## src/logic/ssq_params.svh

```systemverilog
// constants for the serial frame sequencer
`ifndef SSQ_PARAMS_SVH
`define SSQ_PARAMS_SVH
`define SSQ_RES_W 14
`define SSQ_RAW_W 16
`define SSQ_CNT_W 5
`define SSQ_CNT_ZERO 5'h00
`define SSQ_CNT_ONE 5'h01
`define SSQ_CNT_MAX 5'h1F
`define SSQ_LEAD_LAST 5'h02
`define SSQ_MSB_EDGE 5'h03
`define SSQ_ACQ_EDGE 5'h10
`define SSQ_FIFO_DEPTH 8
`define SSQ_FS_POS 14'h1FFF
`define SSQ_FS_NEG 14'h2000
`define SSQ_RAW_POS 16'h1FFF
`define SSQ_RAW_NEG 16'hE000
`endif

```

## src/logic/ssq_fifo.sv

```systemverilog
// result buffer: its module sits beside its only user in ssq_sequencer.sv

```

## src/logic/ssq_pkg.sv

```systemverilog
// types shared by the serial frame sequencer
package ssq_pkg;
   typedef enum logic [1:0] {
      SSQ_IDLE,
      SSQ_ARMED,
      SSQ_CONVERT,
      SSQ_TRACK
   } ssq_state_t;

   // one result word as it sits in the buffer
   typedef struct packed {
      logic [13:0] code;
   } ssq_word_t;

   // serial data pin split into level and enable
   typedef struct packed {
      logic data;
      logic oe;
   } ssq_dout_t;
endpackage

```

## src/logic/ssq_sequencer.sv

```systemverilog
// frame sequencer for the read-only serial port of a sar converter
`timescale 1ns/1ps
`include "ssq_params.svh"

// How it works
// - a frame runs from select falling to select rising; each fall restarts
// - data pin driven only while select is low, released while high
// - the input is sampled at the moment select goes low
// - first fifteen clock periods after select falls are conversion
// - sixteenth serial clock fall enters low-power acquisition, tracking input
// - select falling with clock high: counting starts at next clock fall
// - select falling with clock low counts as the first clock fall
// - select and clock falling together still enter conversion once
// - select high always means acquisition at minimum power
// - exactly one conversion per select assertion
// - data changes on falls: two zeros, then fourteen bits msb first
// - result bits are two's complement
// - no clock needed after sixteenth rising edge; clock may idle
// - select rising before sixteenth fall aborts and releases the pin
// - each bit appears when resolved, so frames may end early
// - full scale codes are 1FFF positive and 2000 negative
module ssq_sequencer #(
   parameter int FIFO_DEPTH = `SSQ_FIFO_DEPTH
) (
   input wire logic clk_sys, // system clock, 40 MHz
   input wire logic rst_b, // sync reset, active low
   input wire logic frame_select_n, // frame select, active low
   input wire logic serial_clk, // serial clock level
   output logic sdo_out, // serial data level
   output logic sdo_oe, // serial data enable, high drives
   input wire logic res_valid, // core offers a raw result
   output logic res_ready, // buffer accepts the result
   input wire logic [15:0] res_raw, // raw signed result from core
   output logic sample_pulse, // one cycle: hold the input now
   output logic converting, // conversion window active
   output logic low_power, // acquisition window or idle
   output logic underrun // one cycle: no result when msb due
);
   generate
      if (FIFO_DEPTH < 2)
      begin : g_bad_depth
         $error("ssq_sequencer needs a buffer of at least two words");
      end
   endgenerate

   logic cs_prev_ff;
   logic sclk_prev_ff;
   logic [`SSQ_CNT_W-1:0] cnt_ff;
   logic [`SSQ_CNT_W-1:0] nxt_cnt;
   logic [`SSQ_RES_W-1:0] shift_ff;
   logic [`SSQ_RES_W-1:0] nxt_shift;
   logic sdo_ff;
   logic nxt_sdo;
   logic sample_ff;
   logic underrun_ff;
   ssq_pkg::ssq_state_t state_ff;
   ssq_pkg::ssq_state_t nxt_state;
   ssq_pkg::ssq_word_t push_word;
   ssq_pkg::ssq_word_t head_word;
   ssq_pkg::ssq_dout_t dout;

   wire in_frame;
   wire cs_fall;
   wire sclk_fall;
   wire edge_ev;
   wire [`SSQ_CNT_W-1:0] edge_num;
   wire lead_edge;
   wire msb_edge;
   wire body_edge;
   wire head_valid;
   wire head_take;
   wire raw_hi;
   wire raw_lo;

   // clamp the core's wider result onto the 14-bit code range
   assign raw_hi = $signed(res_raw) > $signed(`SSQ_RAW_POS);
   assign raw_lo = $signed(res_raw) < $signed(`SSQ_RAW_NEG);
   assign push_word.code = raw_hi ? `SSQ_FS_POS :
                           raw_lo ? `SSQ_FS_NEG :
                           res_raw[`SSQ_RES_W-1:0];

   ssq_fifo #(
      .W(`SSQ_RES_W),
      .D(FIFO_DEPTH)
   ) u_fifo (
      .clk_sys(clk_sys),
      .rst_b(rst_b),
      .in_valid(res_valid),
      .in_ready(res_ready),
      .in_data(push_word),
      .out_valid(head_valid),
      .out_ready(head_take),
      .out_data(head_word)
   );

   // frame edges and serial clock falls seen on the system clock
   assign in_frame = !frame_select_n;
   assign cs_fall = cs_prev_ff && !frame_select_n;
   assign sclk_fall = sclk_prev_ff && !serial_clk;
   // select falling onto a low clock counts as a fall, once only
   assign edge_ev = in_frame
                    && (sclk_fall || (cs_fall && !serial_clk));
   assign edge_num = cnt_ff + `SSQ_CNT_ONE;

   // which bit slot the current fall belongs to
   assign lead_edge = edge_ev && (edge_num <= `SSQ_LEAD_LAST);
   assign msb_edge = edge_ev && (edge_num == `SSQ_MSB_EDGE);
   assign body_edge = edge_ev && (edge_num > `SSQ_MSB_EDGE)
                      && (edge_num <= `SSQ_ACQ_EDGE);
   // one result consumed per frame, at the msb slot
   assign head_take = msb_edge;

   // falling edge counter, cleared whenever select is high
   always_comb
   begin
      nxt_cnt = cnt_ff;
      if (!in_frame)
      begin
         nxt_cnt = `SSQ_CNT_ZERO;
      end
      else if (edge_ev && cnt_ff != `SSQ_CNT_MAX)
      begin
         nxt_cnt = edge_num;
      end
   end

   // mode follows the count: armed, converting, then tracking
   always_comb
   begin
      nxt_state = ssq_pkg::SSQ_IDLE;
      if (in_frame)
      begin
         if (nxt_cnt == `SSQ_CNT_ZERO)
         begin
            nxt_state = ssq_pkg::SSQ_ARMED;
         end
         else if (nxt_cnt < `SSQ_ACQ_EDGE)
         begin
            nxt_state = ssq_pkg::SSQ_CONVERT;
         end
         else
         begin
            nxt_state = ssq_pkg::SSQ_TRACK;
         end
      end
   end

   // data bit per fall; bits leave as soon as they are due
   always_comb
   begin
      nxt_sdo = sdo_ff;
      nxt_shift = shift_ff;
      if (!in_frame)
      begin
         nxt_sdo = 1'b0;
      end
      else if (lead_edge)
      begin
         nxt_sdo = 1'b0;
      end
      else if (msb_edge)
      begin
         // an empty buffer sends zeros rather than stale data
         nxt_sdo = head_valid && head_word.code[`SSQ_RES_W-1];
         nxt_shift = head_valid ? {head_word.code[`SSQ_RES_W-2:0], 1'b0}
                                : '0;
      end
      else if (body_edge)
      begin
         nxt_sdo = shift_ff[`SSQ_RES_W-1];
         nxt_shift = {shift_ff[`SSQ_RES_W-2:0], 1'b0};
      end
      else if (edge_ev)
      begin
         nxt_sdo = 1'b0; // past the lsb the line rests low
      end
   end

   // edge history; select reset to idle high, so a select held low through reset reads as a fall
   always_ff @(posedge clk_sys)
   begin
      if (!rst_b)
      begin
         cs_prev_ff <= 1'b1;
         sclk_prev_ff <= 1'b0;
      end
      else
      begin
         cs_prev_ff <= frame_select_n;
         sclk_prev_ff <= serial_clk;
      end
   end

   // sequencing state
   always_ff @(posedge clk_sys)
   begin
      if (!rst_b)
      begin
         cnt_ff <= `SSQ_CNT_ZERO;
         state_ff <= ssq_pkg::SSQ_IDLE;
         shift_ff <= '0;
         sdo_ff <= 1'b0;
      end
      else
      begin
         cnt_ff <= nxt_cnt;
         state_ff <= nxt_state;
         shift_ff <= nxt_shift;
         sdo_ff <= nxt_sdo;
      end
   end

   // event pulses, one cycle each
   always_ff @(posedge clk_sys)
   begin
      if (!rst_b)
      begin
         sample_ff <= 1'b0;
         underrun_ff <= 1'b0;
      end
      else
      begin
         sample_ff <= cs_fall;
         underrun_ff <= msb_edge && !head_valid;
      end
   end

   // enable follows select directly so release is immediate
   assign dout.oe = in_frame;
   assign dout.data = sdo_ff;
   assign sdo_out = dout.data;
   assign sdo_oe = dout.oe;
   assign sample_pulse = sample_ff;
   assign underrun = underrun_ff;
   assign converting = (state_ff == ssq_pkg::SSQ_CONVERT);
   assign low_power = (state_ff == ssq_pkg::SSQ_IDLE)
                      || (state_ff == ssq_pkg::SSQ_TRACK);
endmodule

module ssq_fifo #(
   parameter int W = 14,
   parameter int D = 8
) (
   input wire logic clk_sys, // system clock
   input wire logic rst_b, // sync reset, active low
   input wire logic in_valid, // writer offers a word
   output logic in_ready, // buffer has room
   input wire logic [W-1:0] in_data, // word offered
   output logic out_valid, // buffer holds a word
   input wire logic out_ready, // reader takes the head
   output logic [W-1:0] out_data // head word
);
   localparam int AW = $clog2(D);

   // pointer arithmetic relies on a power of two depth
   generate
      if (D < 2 || (D & (D - 1)) != 0)
      begin : g_bad_depth
         $error("ssq_fifo depth must be a power of two, at least 2");
      end
   endgenerate

   logic [W-1:0] mem [D];
   logic [AW:0] wp_ff;
   logic [AW:0] rp_ff;
   wire full;
   wire empty;
   wire push;
   wire pop;

   // extra pointer bit tells full from empty
   assign full = (wp_ff[AW] != rp_ff[AW]) && (wp_ff[AW-1:0] == rp_ff[AW-1:0]);
   assign empty = (wp_ff == rp_ff);
   assign push = in_valid && !full;
   assign pop = out_ready && !empty;
   assign in_ready = !full;
   assign out_valid = !empty;
   assign out_data = mem[rp_ff[AW-1:0]];

   // storage needs no reset, pointers do
   always_ff @(posedge clk_sys)
   begin
      if (push)
      begin
         mem[wp_ff[AW-1:0]] <= in_data;
      end
   end

   always_ff @(posedge clk_sys)
   begin
      if (!rst_b)
      begin
         wp_ff <= '0;
         rp_ff <= '0;
      end
      else
      begin
         wp_ff <= wp_ff + (AW + 1)'(push);
         rp_ff <= rp_ff + (AW + 1)'(pop);
      end
   end
endmodule

```

## config.mk

```make
export PLATFORM = sky130hd
export DESIGN_NAME = ssq_sequencer
export DESIGN_NICKNAME = d
export VERILOG_FILES = /design/src/logic/ssq_fifo.sv /design/src/logic/ssq_pkg.sv /design/src/logic/ssq_sequencer.sv
export VERILOG_INCLUDE_DIRS = /design/src /design/src/logic
export SDC_FILE = /design/constraint.sdc
export NUM_CORES = 1
export LEC_CHECK = 0
export BUFFER_PORTS_ARGS = -buffer_cell sky130_fd_sc_hd__buf_2
export CAP_MARGIN = 20
export CORE_MARGIN = 4
export CORE_UTILIZATION = 50
export CTS_BUF_LIST = sky130_fd_sc_hd__clkbuf_8 sky130_fd_sc_hd__clkbuf_16
export DETAILED_ROUTE_END_ITERATION = 8
export PLACE_DENSITY = 0.72
export SLEW_MARGIN = 10
export SYNTH_ARGS = -nofsm -noshare
export SYNTH_HDL_FRONTEND = slang
export SYNTH_SLANG_ARGS = --single-unit
```

## constraint.sdc

```tcl
create_clock -name clk_sys -period 3.5 [get_ports clk_sys]
set_input_delay 0.875 -clock clk_sys [delete_from_list [all_inputs] [get_ports clk_sys]]
set_output_delay 0.875 -clock clk_sys [all_outputs]
set_load 0.01 [all_outputs]
```

==> flow_summary.json, run 1 <==
{
  "rsz0062_at_grt": "no",
  "nets": 489,
  "tritoncts": "built",
  "htreeDepth": 4,
  "finalHoldViolCount": 0,
  "first_pass_iters": 4,
  "grt_pass1_vias": 3494,
  "grt_pass1_wl_mm": 19.2,
  "vias_per_cell": 5.51,
  "cts_buffer_depth": 2,
  "final_common_cell": "edfxtp_1",
  "fin_tns_setup_ns": 0,
  "route.detailed.drc": 0,
  "portBuffers": 27,
  "core-area_um2": 12100,
  "antenna_found_initial": 0,
  "worstSetupEndpointType": "flop",
  "syn-cell-area_um2": 6210,
  "die_area_um2": 14300,
  "num_vias": 3527,
  "drv_cap": 0,
  "yosys_warnings": 0,
  "yosysTopAreaCellShare_pct": 54.2,
  "root_buffer": "clkbuf_16",
  "p_leak_nw": 2.53,
  "post_drt_wl_per_cell_um": 18.4,
  "fmax_mhz": 318,
  "arrival_ns": 3.44,
  "overflow": 0,
  "grt_max_degree": 35,
  "finalCriticalPeriod_ns": 3.15,
  "post-cts-setup-buffers": 0,
  "finalCritPeriodShare_pct": 89.9,
  "syn_avg_cell_area_um2": 14.6,
  "yosysTopAreaCell": "edfxtp_1",
  "num_antenna_cells": 0,
  "finalSetupViolations": 0,
  "path_clk_slew_ns": 0.06,
  "hp-class": "reg -> reg",
  "clk_latency_ns": 0.42,
  "layout.core_utilization_pct": 59.1,
  "cts_buffers": 17,
  "cp_max_fo": 13,
  "syn_inst": 426,
  "grt_usage_pct": 18.0,
  "hold_buffers": 0,
  "die_h_um": 119,
  "syn_to_final_growth_pct": 14.8,
  "skew_ns": 0.0122,
  "ios": 28,
  "rows": 40,
  "p_per_area_nw_per_um2": 549,
  "crit_required_ns": 3.79,
  "start_util_pct": 51.5,
  "wl_mm": 11.8,
  "drive_above_1_share_pct": 26.9,
  "hold_slack_ns": 0.469,
  "yosys-top-cells-area": "edfxtp_1 (54%), dfxtp_1 (11%), mux4_2 (10%), nor2_1 (4.2%), mux2_2 (2.7%)",
  "synth.distinct_cells": 43,
  "fillCellCount": 931,
  "total_power_mw": 3.91,
  "ys_ff_latch": 145,
  "place_congestion": 0.885,
  "start_kind": "flop",
  "dieWidth_um": 119,
  "worst_pin_slew_ns": 0.689,
  "maxSlewViolCount": 0,
  "dp_hpwl_mm": 7.11,
  "status": "finished clean",
  "syn_nets": 456,
  "critPathKind": "reg -> reg",
  "synth-main-ff-cell": "edfxtp_1",
  "ant_nets": 0,
  "peakVddDrop_uv": 405,
  "drt_iter0_markers": 343,
  "async_reset_ff_share_pct": 0,
  "synth_edf_count": 112,
  "relSlewSlack_pct": 54.1,
  "cts.sinks": 145,
  "layout_common_cells": "edfxtp_1 (112), nor2_1 (69), dfxtp_1 (32)",
  "yosysSeqAreaShare_pct": 64.8,
  "post_cts_resized": 0
}
==> critical path, cell delays in order, from the launching register on <==
cell and delay, ns:
dfxtp_1 0.52, ha_1 0.26, nand3_1 0.16, inv_1 0.11, ha_1 0.29, or3_1 0.40
a21o_1 0.20, a2111o_1 0.66, a221oi_1 0.31, nor2_1 0.09
==> final cells by class <==
cell class	count	area (µm²)	share of cell area, %
inverter	5	18.8	0.263
sequential	145	4030	56.5
multi-input combinational	250	2050	28.8
clock inverter	15	158	2.21
timing repair buffer	40	233	3.27
clock buffer	17	425	5.97
tap	168	210	2.95
==> report_power, final <==
part / internal [mW] / switching (mW)
registers: 1.91 / 0.0184
logic: 0.0773 / 0.130
clock network: 1.06 / 0.715
total: 3.05 / 0.863
==> metal layers <==
layer | part of all wire [%] | wire, µm | track usage (%) | up-vias
met4 | 1.1 | 127 | 7.30 | 0
met2 | 48 | 5660 | 28.0 | 97
li1 | - | - | - | 1681
met5 | 0 | 0 | 0 | -
met1 | 44 | 5230 | 24.6 | 1741
met3 | 6.4 | 756 | 3.99 | 8
==> metrics by stage <==
step | setup slack, ns | cell area (µm²) | cells
3_5_place_dp | 0.427 | 6540 | 608
2_1_floorplan | 0.771 | 6210 | 426
3_3_place_gp | 0.567 | 6540 | 608
6_report | 0.352 | 7120 | 640
4_1_cts | 0.384 | 7120 | 640
5_1_grt | 0.133 | 7120 | 640
==> synthesized netlist by cell type (2+ instances only) <==
master and instances:
edfxtp_1 112, nor2_1 69, dfxtp_1 33, mux4_2 28, nand2_1 27, a21oi_1 16
mux2_2 15, o21ai_0 12, and2_1 11, clkbuf_1 11, a221oi_2 9, ha_1 9
buf_2 7, xor2_1 7, buf_1 6, nor3_1 6, inv_1 5, nand2b_1 4
nand3_1 4, xnor2_1 4, a221oi_1 3, nor4_1 3, a31oi_1 2, and3_1 2
buf_6 2, or3_1 2
==> flip-flops by register name, summed over array words and instances, names as in the netlist <==
name / count
u_fifo.rp_ff: 4
shift_ff: 13
cnt_ff: 5
sample_pulse: 1
u_fifo.mem: 112
state_ff: 2
underrun: 1
u_fifo.wp_ff: 4
cs_prev_ff: 1
sclk_prev_ff: 1
sdo_out: 1
==> cell families (layout without fill, tap and decap cells) <==
| family | Yosys count | after routing | synth area share (%) |
|---|---|---|---|
| AOI/OAI and AO/OA | 53 | 53 | 6.97 |
| xor gates and xnor gates | 11 | 11 | 1.55 |
| adders and majority gates | 9 | 9 | 1.81 |
| buffers and inverters | 31 | 77 | 2.26 |
| DFF | 145 | 145 | 64.8 |
| muxes | 45 | 45 | 13.2 |
| and+or+nand+nor | 132 | 132 | 9.37 |
==> final timing paths <==
check	startpoint	to	slack, ns	depth (start not counted)
hold / removal	shift_ff[1]	shift_ff[1]	0.47	2
hold reg to reg	shift_ff[1]	shift_ff[1]	0.47	2
setup reg to reg	cnt_ff[0]	shift_ff[2]	0.35	9
setup / recovery	cnt_ff[0]	shift_ff[2]	0.35	9
Note: power is estimated with default switching activity, not from simulation.
==> run 2: changes to the inputs <==
--- a/config.mk
+++ b/config.mk
@@ -6,13 +6,12 @@
 export SDC_FILE = /design/constraint.sdc
 export NUM_CORES = 1
 export LEC_CHECK = 0
-export BUFFER_PORTS_ARGS = -buffer_cell sky130_fd_sc_hd__buf_2
-export CAP_MARGIN = 20
 export CORE_MARGIN = 4
 export CORE_UTILIZATION = 50
 export CTS_BUF_LIST = sky130_fd_sc_hd__clkbuf_8 sky130_fd_sc_hd__clkbuf_16
 export DETAILED_ROUTE_END_ITERATION = 8
-export PLACE_DENSITY = 0.72
+export DONT_BUFFER_PORTS = 1
+export PLACE_DENSITY = 0.7
 export SLEW_MARGIN = 10
 export SYNTH_ARGS = -nofsm -noshare
 export SYNTH_HDL_FRONTEND = slang
==> flow_summary.json, run 2 (same netlist as run 1, synthesis figures left out) <==
{
  "reg2reg_slack_ns": 0.38,
  "core-area_um2": 12100,
  "route.detailed.drc": 0,
  "start_util_pct": 51.5,
  "crit_cells": 9,
  "vias_per_cell": 5.57,
  "r2r_cells": 9,
  "finalSetupViolations": 0,
  "critPathKind": "reg -> reg",
  "finalHoldViolCount": 0,
  "worstSetupEndpointType": "flop",
  "nets": 463,
  "path_buf_inv": 1,
  "fin_tns_setup_ns": 0,
  "place_congestion": 0.885,
  "pre_cts_slack_ns": 0.417,
  "cpPeakStageDelay_ns": 0.66,
  "first_pass_iters": 4,
  "total_power_mw": 3.95,
  "worst_pin_slew_ns": 0.706,
  "grt_pass1_vias": 3494,
  "crit_top_cell": "ha_1",
  "relSlewSlack_pct": 52.9,
  "cts_buffer_depth": 2,
  "post_drt_wl_per_cell_um": 18.8,
  "largest_reg_flops": 112,
  "pwr-share-clk_pct": 46.7,
  "r2r-start": "cnt_ff[0]",
  "p_leak_nw": 2.44,
  "hold_slack_ns": 0.476,
  "cts_buffers": 17,
  "htreeDepth": 4,
  "p_per_area_nw_per_um2": 563,
  "drive_above_1_share_pct": 23.1,
  "wl_mm": 11.6,
  "p_sw_uw": 839,
  "finalCritPeriodShare_pct": 89.0,
  "antenna_found_initial": 0,
  "status": "finished clean",
  "crit_required_ns": 3.80,
  "post-cts-setup-buffers": 0,
  "path_cells": "ha_1 -> nand3_1 -> inv_1 -> ha_1 -> or3_1 -> a21o_1 -> a2111o_1 -> a221oi_1 -> nor2_1",
  "grt_max_degree": 35,
  "layout_common_cells": "edfxtp_1 (112), nor2_1 (69), dfxtp_1 (32)",
  "worstSetupEndpoint": "shift_ff[2]",
  "overflow": 0,
  "rows": 40,
  "ant_nets": 0,
  "path_clk_slew_ns": 0.06,
  "fmax_mhz": 321,
  "hold_buffers": 0,
  "num_antenna_cells": 0,
  "clk_latency_ns": 0.42,
  "drv_cap": 0,
  "crit_start": "cnt_ff[0]",
  "hp-class": "reg -> reg",
  "post_cts_resized": 0,
  "rsz0062_at_grt": "no",
  "start_kind": "flop",
  "dp_hpwl_mm": 7.13,
  "maxSlewViolCount": 0,
  "critPathSlowestCell": "a2111o_1",
  "ios": 28,
  "p_sw_share_pct": 21.2,
  "grt_usage_pct": 17.7,
  "arrival_ns": 3.41,
  "p_comb_share_pct": 4.4,
  "drt_iter0_markers": 264,
  "portBuffers": 0,
  "root_buffer": "clkbuf_16",
  "die_h_um": 119,
  "die_area_um2": 14300,
  "num_vias": 3417,
  "grt_pass1_wl_mm": 18.7,
  "fillCellCount": 943,
  "layout.core_utilization_pct": 58.2,
  "cts.sinks": 145,
  "skew_ns": 0.00608,
  "finalWorstSetupSlack_ns": 0.385,
  "cp_top_family": "compound AO/OA/AOI/OAI gates",
  "rr_endpoint": "shift_ff[2]",
  "seqPwrFrac_pct": 48.9,
  "peakVddDrop_uv": 402,
  "finalCriticalPeriod_ns": 3.12,
  "final_common_cell": "edfxtp_1",
  "tritoncts": "built",
  "cp_max_fo": 13,
  "syn_to_final_growth_pct": 13.1,
  "dieWidth_um": 119,
  "p_int_mw": 3.11
}
[run 2: worst min-delay path: cells and delay by family, from the launching register on]
family	cells	cell delay (ns)
DFF	1	0.31
AOI/OAI and AO/OA	1	0.07
and+or+nand+nor	1	0.05
[run 2: cell type report]
type	instances	area, µm²	area share (%)
clock buffer	17	425	6.06
clock inverter	15	180	2.57
inverter	5	18.8	0.267
multi-input combinational	250	2050	29.3
sequential	145	4030	57.3
tap	168	210	2.99
timing repair buffer	14	105	1.50
[run 2: worst min path at each step]
stage	depth (start not counted)	end	slack, ns	start
4_1_cts	2	sdo_out	0.48	shift_ff[13]
6_report	2	sdo_out	0.48	shift_ff[13]
5_1_grt	2	sdo_out	0.49	shift_ff[13]
2_1_floorplan	2	shift_ff[1]	0.43	shift_ff[1]
3_3_place_gp	2	shift_ff[1]	0.44	shift_ff[1]
3_5_place_dp	2	sdo_out	0.47	shift_ff[13]
[run 2: through the flow]
stage / instances / cell area, µm²
floorplan: 426 / 6210
global placement: 582 / 6410
detailed placement: 582 / 6410
CTS: 614 / 7020
global route: 614 / 7020
finish: 614 / 7020
[run 2: power by group through the flow]
| stage | registers, mW | clock network [mW] | logic (mW) |
|---|---|---|---|
| after CTS | 1.93 | 1.87 | 0.179 |
| after detailed placement | 1.97 | 0 | 0.177 |
| after global routing | 1.94 | 1.95 | 0.197 |
| after floorplan | 1.96 | 0 | 0.142 |
| after global placement | 1.97 | 0 | 0.171 |
| final | 1.93 | 1.84 | 0.175 |
[run 2: routing by layer]
layer | wire length, µm | up-vias | global-route usage (%)
li1 | - | 1616 | -
met1 | 5050 | 1694 | 23.8
met2 | 5530 | 94 | 26.5
met3 | 778 | 13 | 5.79
met4 | 206 | 0 | 7.52
met5 | 0 | - | 0
==> run 3: changes to the inputs <==
--- a/config.mk
+++ b/config.mk
@@ -6,12 +6,16 @@
 export SDC_FILE = /design/constraint.sdc
 export NUM_CORES = 1
 export LEC_CHECK = 0
+export CELL_PAD_IN_SITES_DETAIL_PLACEMENT = 0
+export CELL_PAD_IN_SITES_GLOBAL_PLACEMENT = 1
 export CORE_MARGIN = 4
 export CORE_UTILIZATION = 50
 export CTS_BUF_LIST = sky130_fd_sc_hd__clkbuf_8 sky130_fd_sc_hd__clkbuf_16
 export DETAILED_ROUTE_END_ITERATION = 8
 export DONT_BUFFER_PORTS = 1
-export PLACE_DENSITY = 0.7
+export PLACE_DENSITY = 0.8
+export RECOVER_POWER = 100
+export SKIP_LAST_GASP = 1
 export SLEW_MARGIN = 10
 export SYNTH_ARGS = -nofsm -noshare
 export SYNTH_HDL_FRONTEND = slang
==> flow_summary.json, run 3 (same netlist as run 1, synthesis figures left out) <==
{
  "arrival_ns": 3.31,
  "nets": 463,
  "status": "finished clean",
  "root_buffer": "clkbuf_16",
  "finalSetupViolations": 0,
  "clk_latency_ns": 0.41,
  "pwr-share-clk_pct": 45.0,
  "reg2reg_slack_ns": 0.49,
  "first_pass_iters": 4,
  "seq_area_um2": 4020,
  "num_antenna_cells": 0,
  "rsz0062_at_grt": "no",
  "htreeDepth": 4,
  "cp_max_fo": 13,
  "p_sw_uw": 799,
  "seqPwrFrac_pct": 50.6,
  "multi_input_area_um2": 2010,
  "largest_reg_flops": 112,
  "hold_buffers": 0,
  "drt_iter0_markers": 214,
  "critPathKind": "reg -> reg",
  "post-cts-setup-buffers": 0,
  "path_clk_slew_ns": 0.06,
  "route.detailed.drc": 0,
  "peakVddDrop_uv": 373,
  "cpPeakStageDelay_ns": 0.62,
  "start_kind": "flop",
  "overflow": 0,
  "finalCritPeriodShare_pct": 86.1,
  "fmax_mhz": 332,
  "grt_pass1_vias": 3388,
  "finalHoldViolCount": 0,
  "worstSetupEndpointType": "flop",
  "post_cts_resized": 0,
  "syn_to_final_growth_pct": 11.4,
  "p_int_mw": 3.02,
  "cts.sinks": 145,
  "final_common_cell": "edfxtp_1",
  "num_vias": 3365,
  "die_h_um": 119,
  "hp-class": "reg -> reg",
  "fillCellCount": 956,
  "antenna_found_initial": 0,
  "ant_nets": 0,
  "grt_pass1_wl_mm": 18.3,
  "rows": 40,
  "drv_cap": 0,
  "dp_hpwl_mm": 7.06,
  "tritoncts": "built",
  "p_comb_share_pct": 4.4,
  "place_congestion": 0.811,
  "p_sw_share_pct": 20.9,
  "crit_required_ns": 3.80,
  "fin_area_um2": 6920,
  "post_drt_wl_per_cell_um": 18.5,
  "relSlewSlack_pct": 33.5,
  "worst_pin_slew_ns": 0.995,
  "layout.core_utilization_pct": 57.3,
  "crit_top_cell": "ha_1",
  "layout_common_cells": "edfxtp_1 (112), nor2_1 (69), dfxtp_1 (33)",
  "wl_mm": 11.4,
  "skew_ns": 0.0105,
  "grt_max_degree": 35,
  "critPathSlowestCell": "a2111o_1",
  "maxSlewViolCount": 0,
  "p_leak_nw": 2.38,
  "start_util_pct": 51.5,
  "drive_above_1_share_pct": 20.6,
  "portBuffers": 0,
  "cts_buffer_depth": 2,
  "dieWidth_um": 119,
  "grt_usage_pct": 17.2,
  "p_per_area_nw_per_um2": 552,
  "finalCriticalPeriod_ns": 3.01,
  "vias_per_cell": 5.48,
  "path_cells": "ha_1 -> nand3_1 -> inv_1 -> ha_1 -> or3_1 -> a21o_1 -> a2111o_1 -> a221oi_1 -> nor2_1",
  "placed_area_um2": 6410,
  "die_area_um2": 14300,
  "hold_slack_ns": 0.469,
  "fin_tns_setup_ns": 0,
  "cts_buffers": 17,
  "ios": 28,
  "core-area_um2": 12100
}
## run 3: cell type report
class                           instances  share of cell area, %
Sequential cell                       145                   58.2
Clock buffer                           17                   6.15
Inverter                                5                  0.271
Timing Repair Buffer                   14                   1.23
Clock inverter                         15                   2.04
Multi-Input combinational cell        250                   29.1
Tap cell                              168                   3.04
## run 3: power by group through the flow
stage / clock, mW / combinational, mW / sequential (mW)
final: 1.72 / 0.170 / 1.93
after global routing: 1.83 / 0.191 / 1.94
after CTS: 1.75 / 0.178 / 1.93
after detailed placement: 0 / 0.177 / 1.97
after global placement: 0 / 0.172 / 1.97
after floorplan: 0 / 0.142 / 1.96
## run 3: critical path: cells and delay by family, from the launching register on
family,cells,cell delay [ns]
AO/OA/AOI/OAI,3,1.14
AND/OR/NAND/NOR,3,0.62
adder cells (fa/ha/maj),2,0.55
flip-flops,1,0.51
buffers and inverters,1,0.09
## run 3: worst paths after layout
kind,endpoint,cells past startpoint,start
max reg2reg,shift_ff[11],9,cnt_ff[0]
min,shift_ff[1],2,shift_ff[1]
max,shift_ff[11],9,cnt_ff[0]
min reg2reg,shift_ff[1],2,shift_ff[1]
## run 3: routing by layer
| layer | track usage [%] | share of wire [%] | vias to the layer above |
|---|---|---|---|
| met2 | 28.0 | 49 | 79 |
| met5 | 0 | 0 | - |
| met4 | 7.23 | 0.97 | 0 |
| li1 | - | - | 1628 |
| met1 | 22.0 | 44 | 1647 |
| met3 | 4.61 | 6.2 | 11 |
## run 3: stage by stage
stage / power [mW] / worst slack [ns] / cells
final: 3.82 / 0.485 / 614
after CTS: 3.86 / 0.439 / 614
after global routing: 3.96 / 0.283 / 614
after floorplan: 2.10 / 0.771 / 426
after detailed placement: 2.15 / 0.436 / 582
after global placement: 2.14 / 0.545 / 582
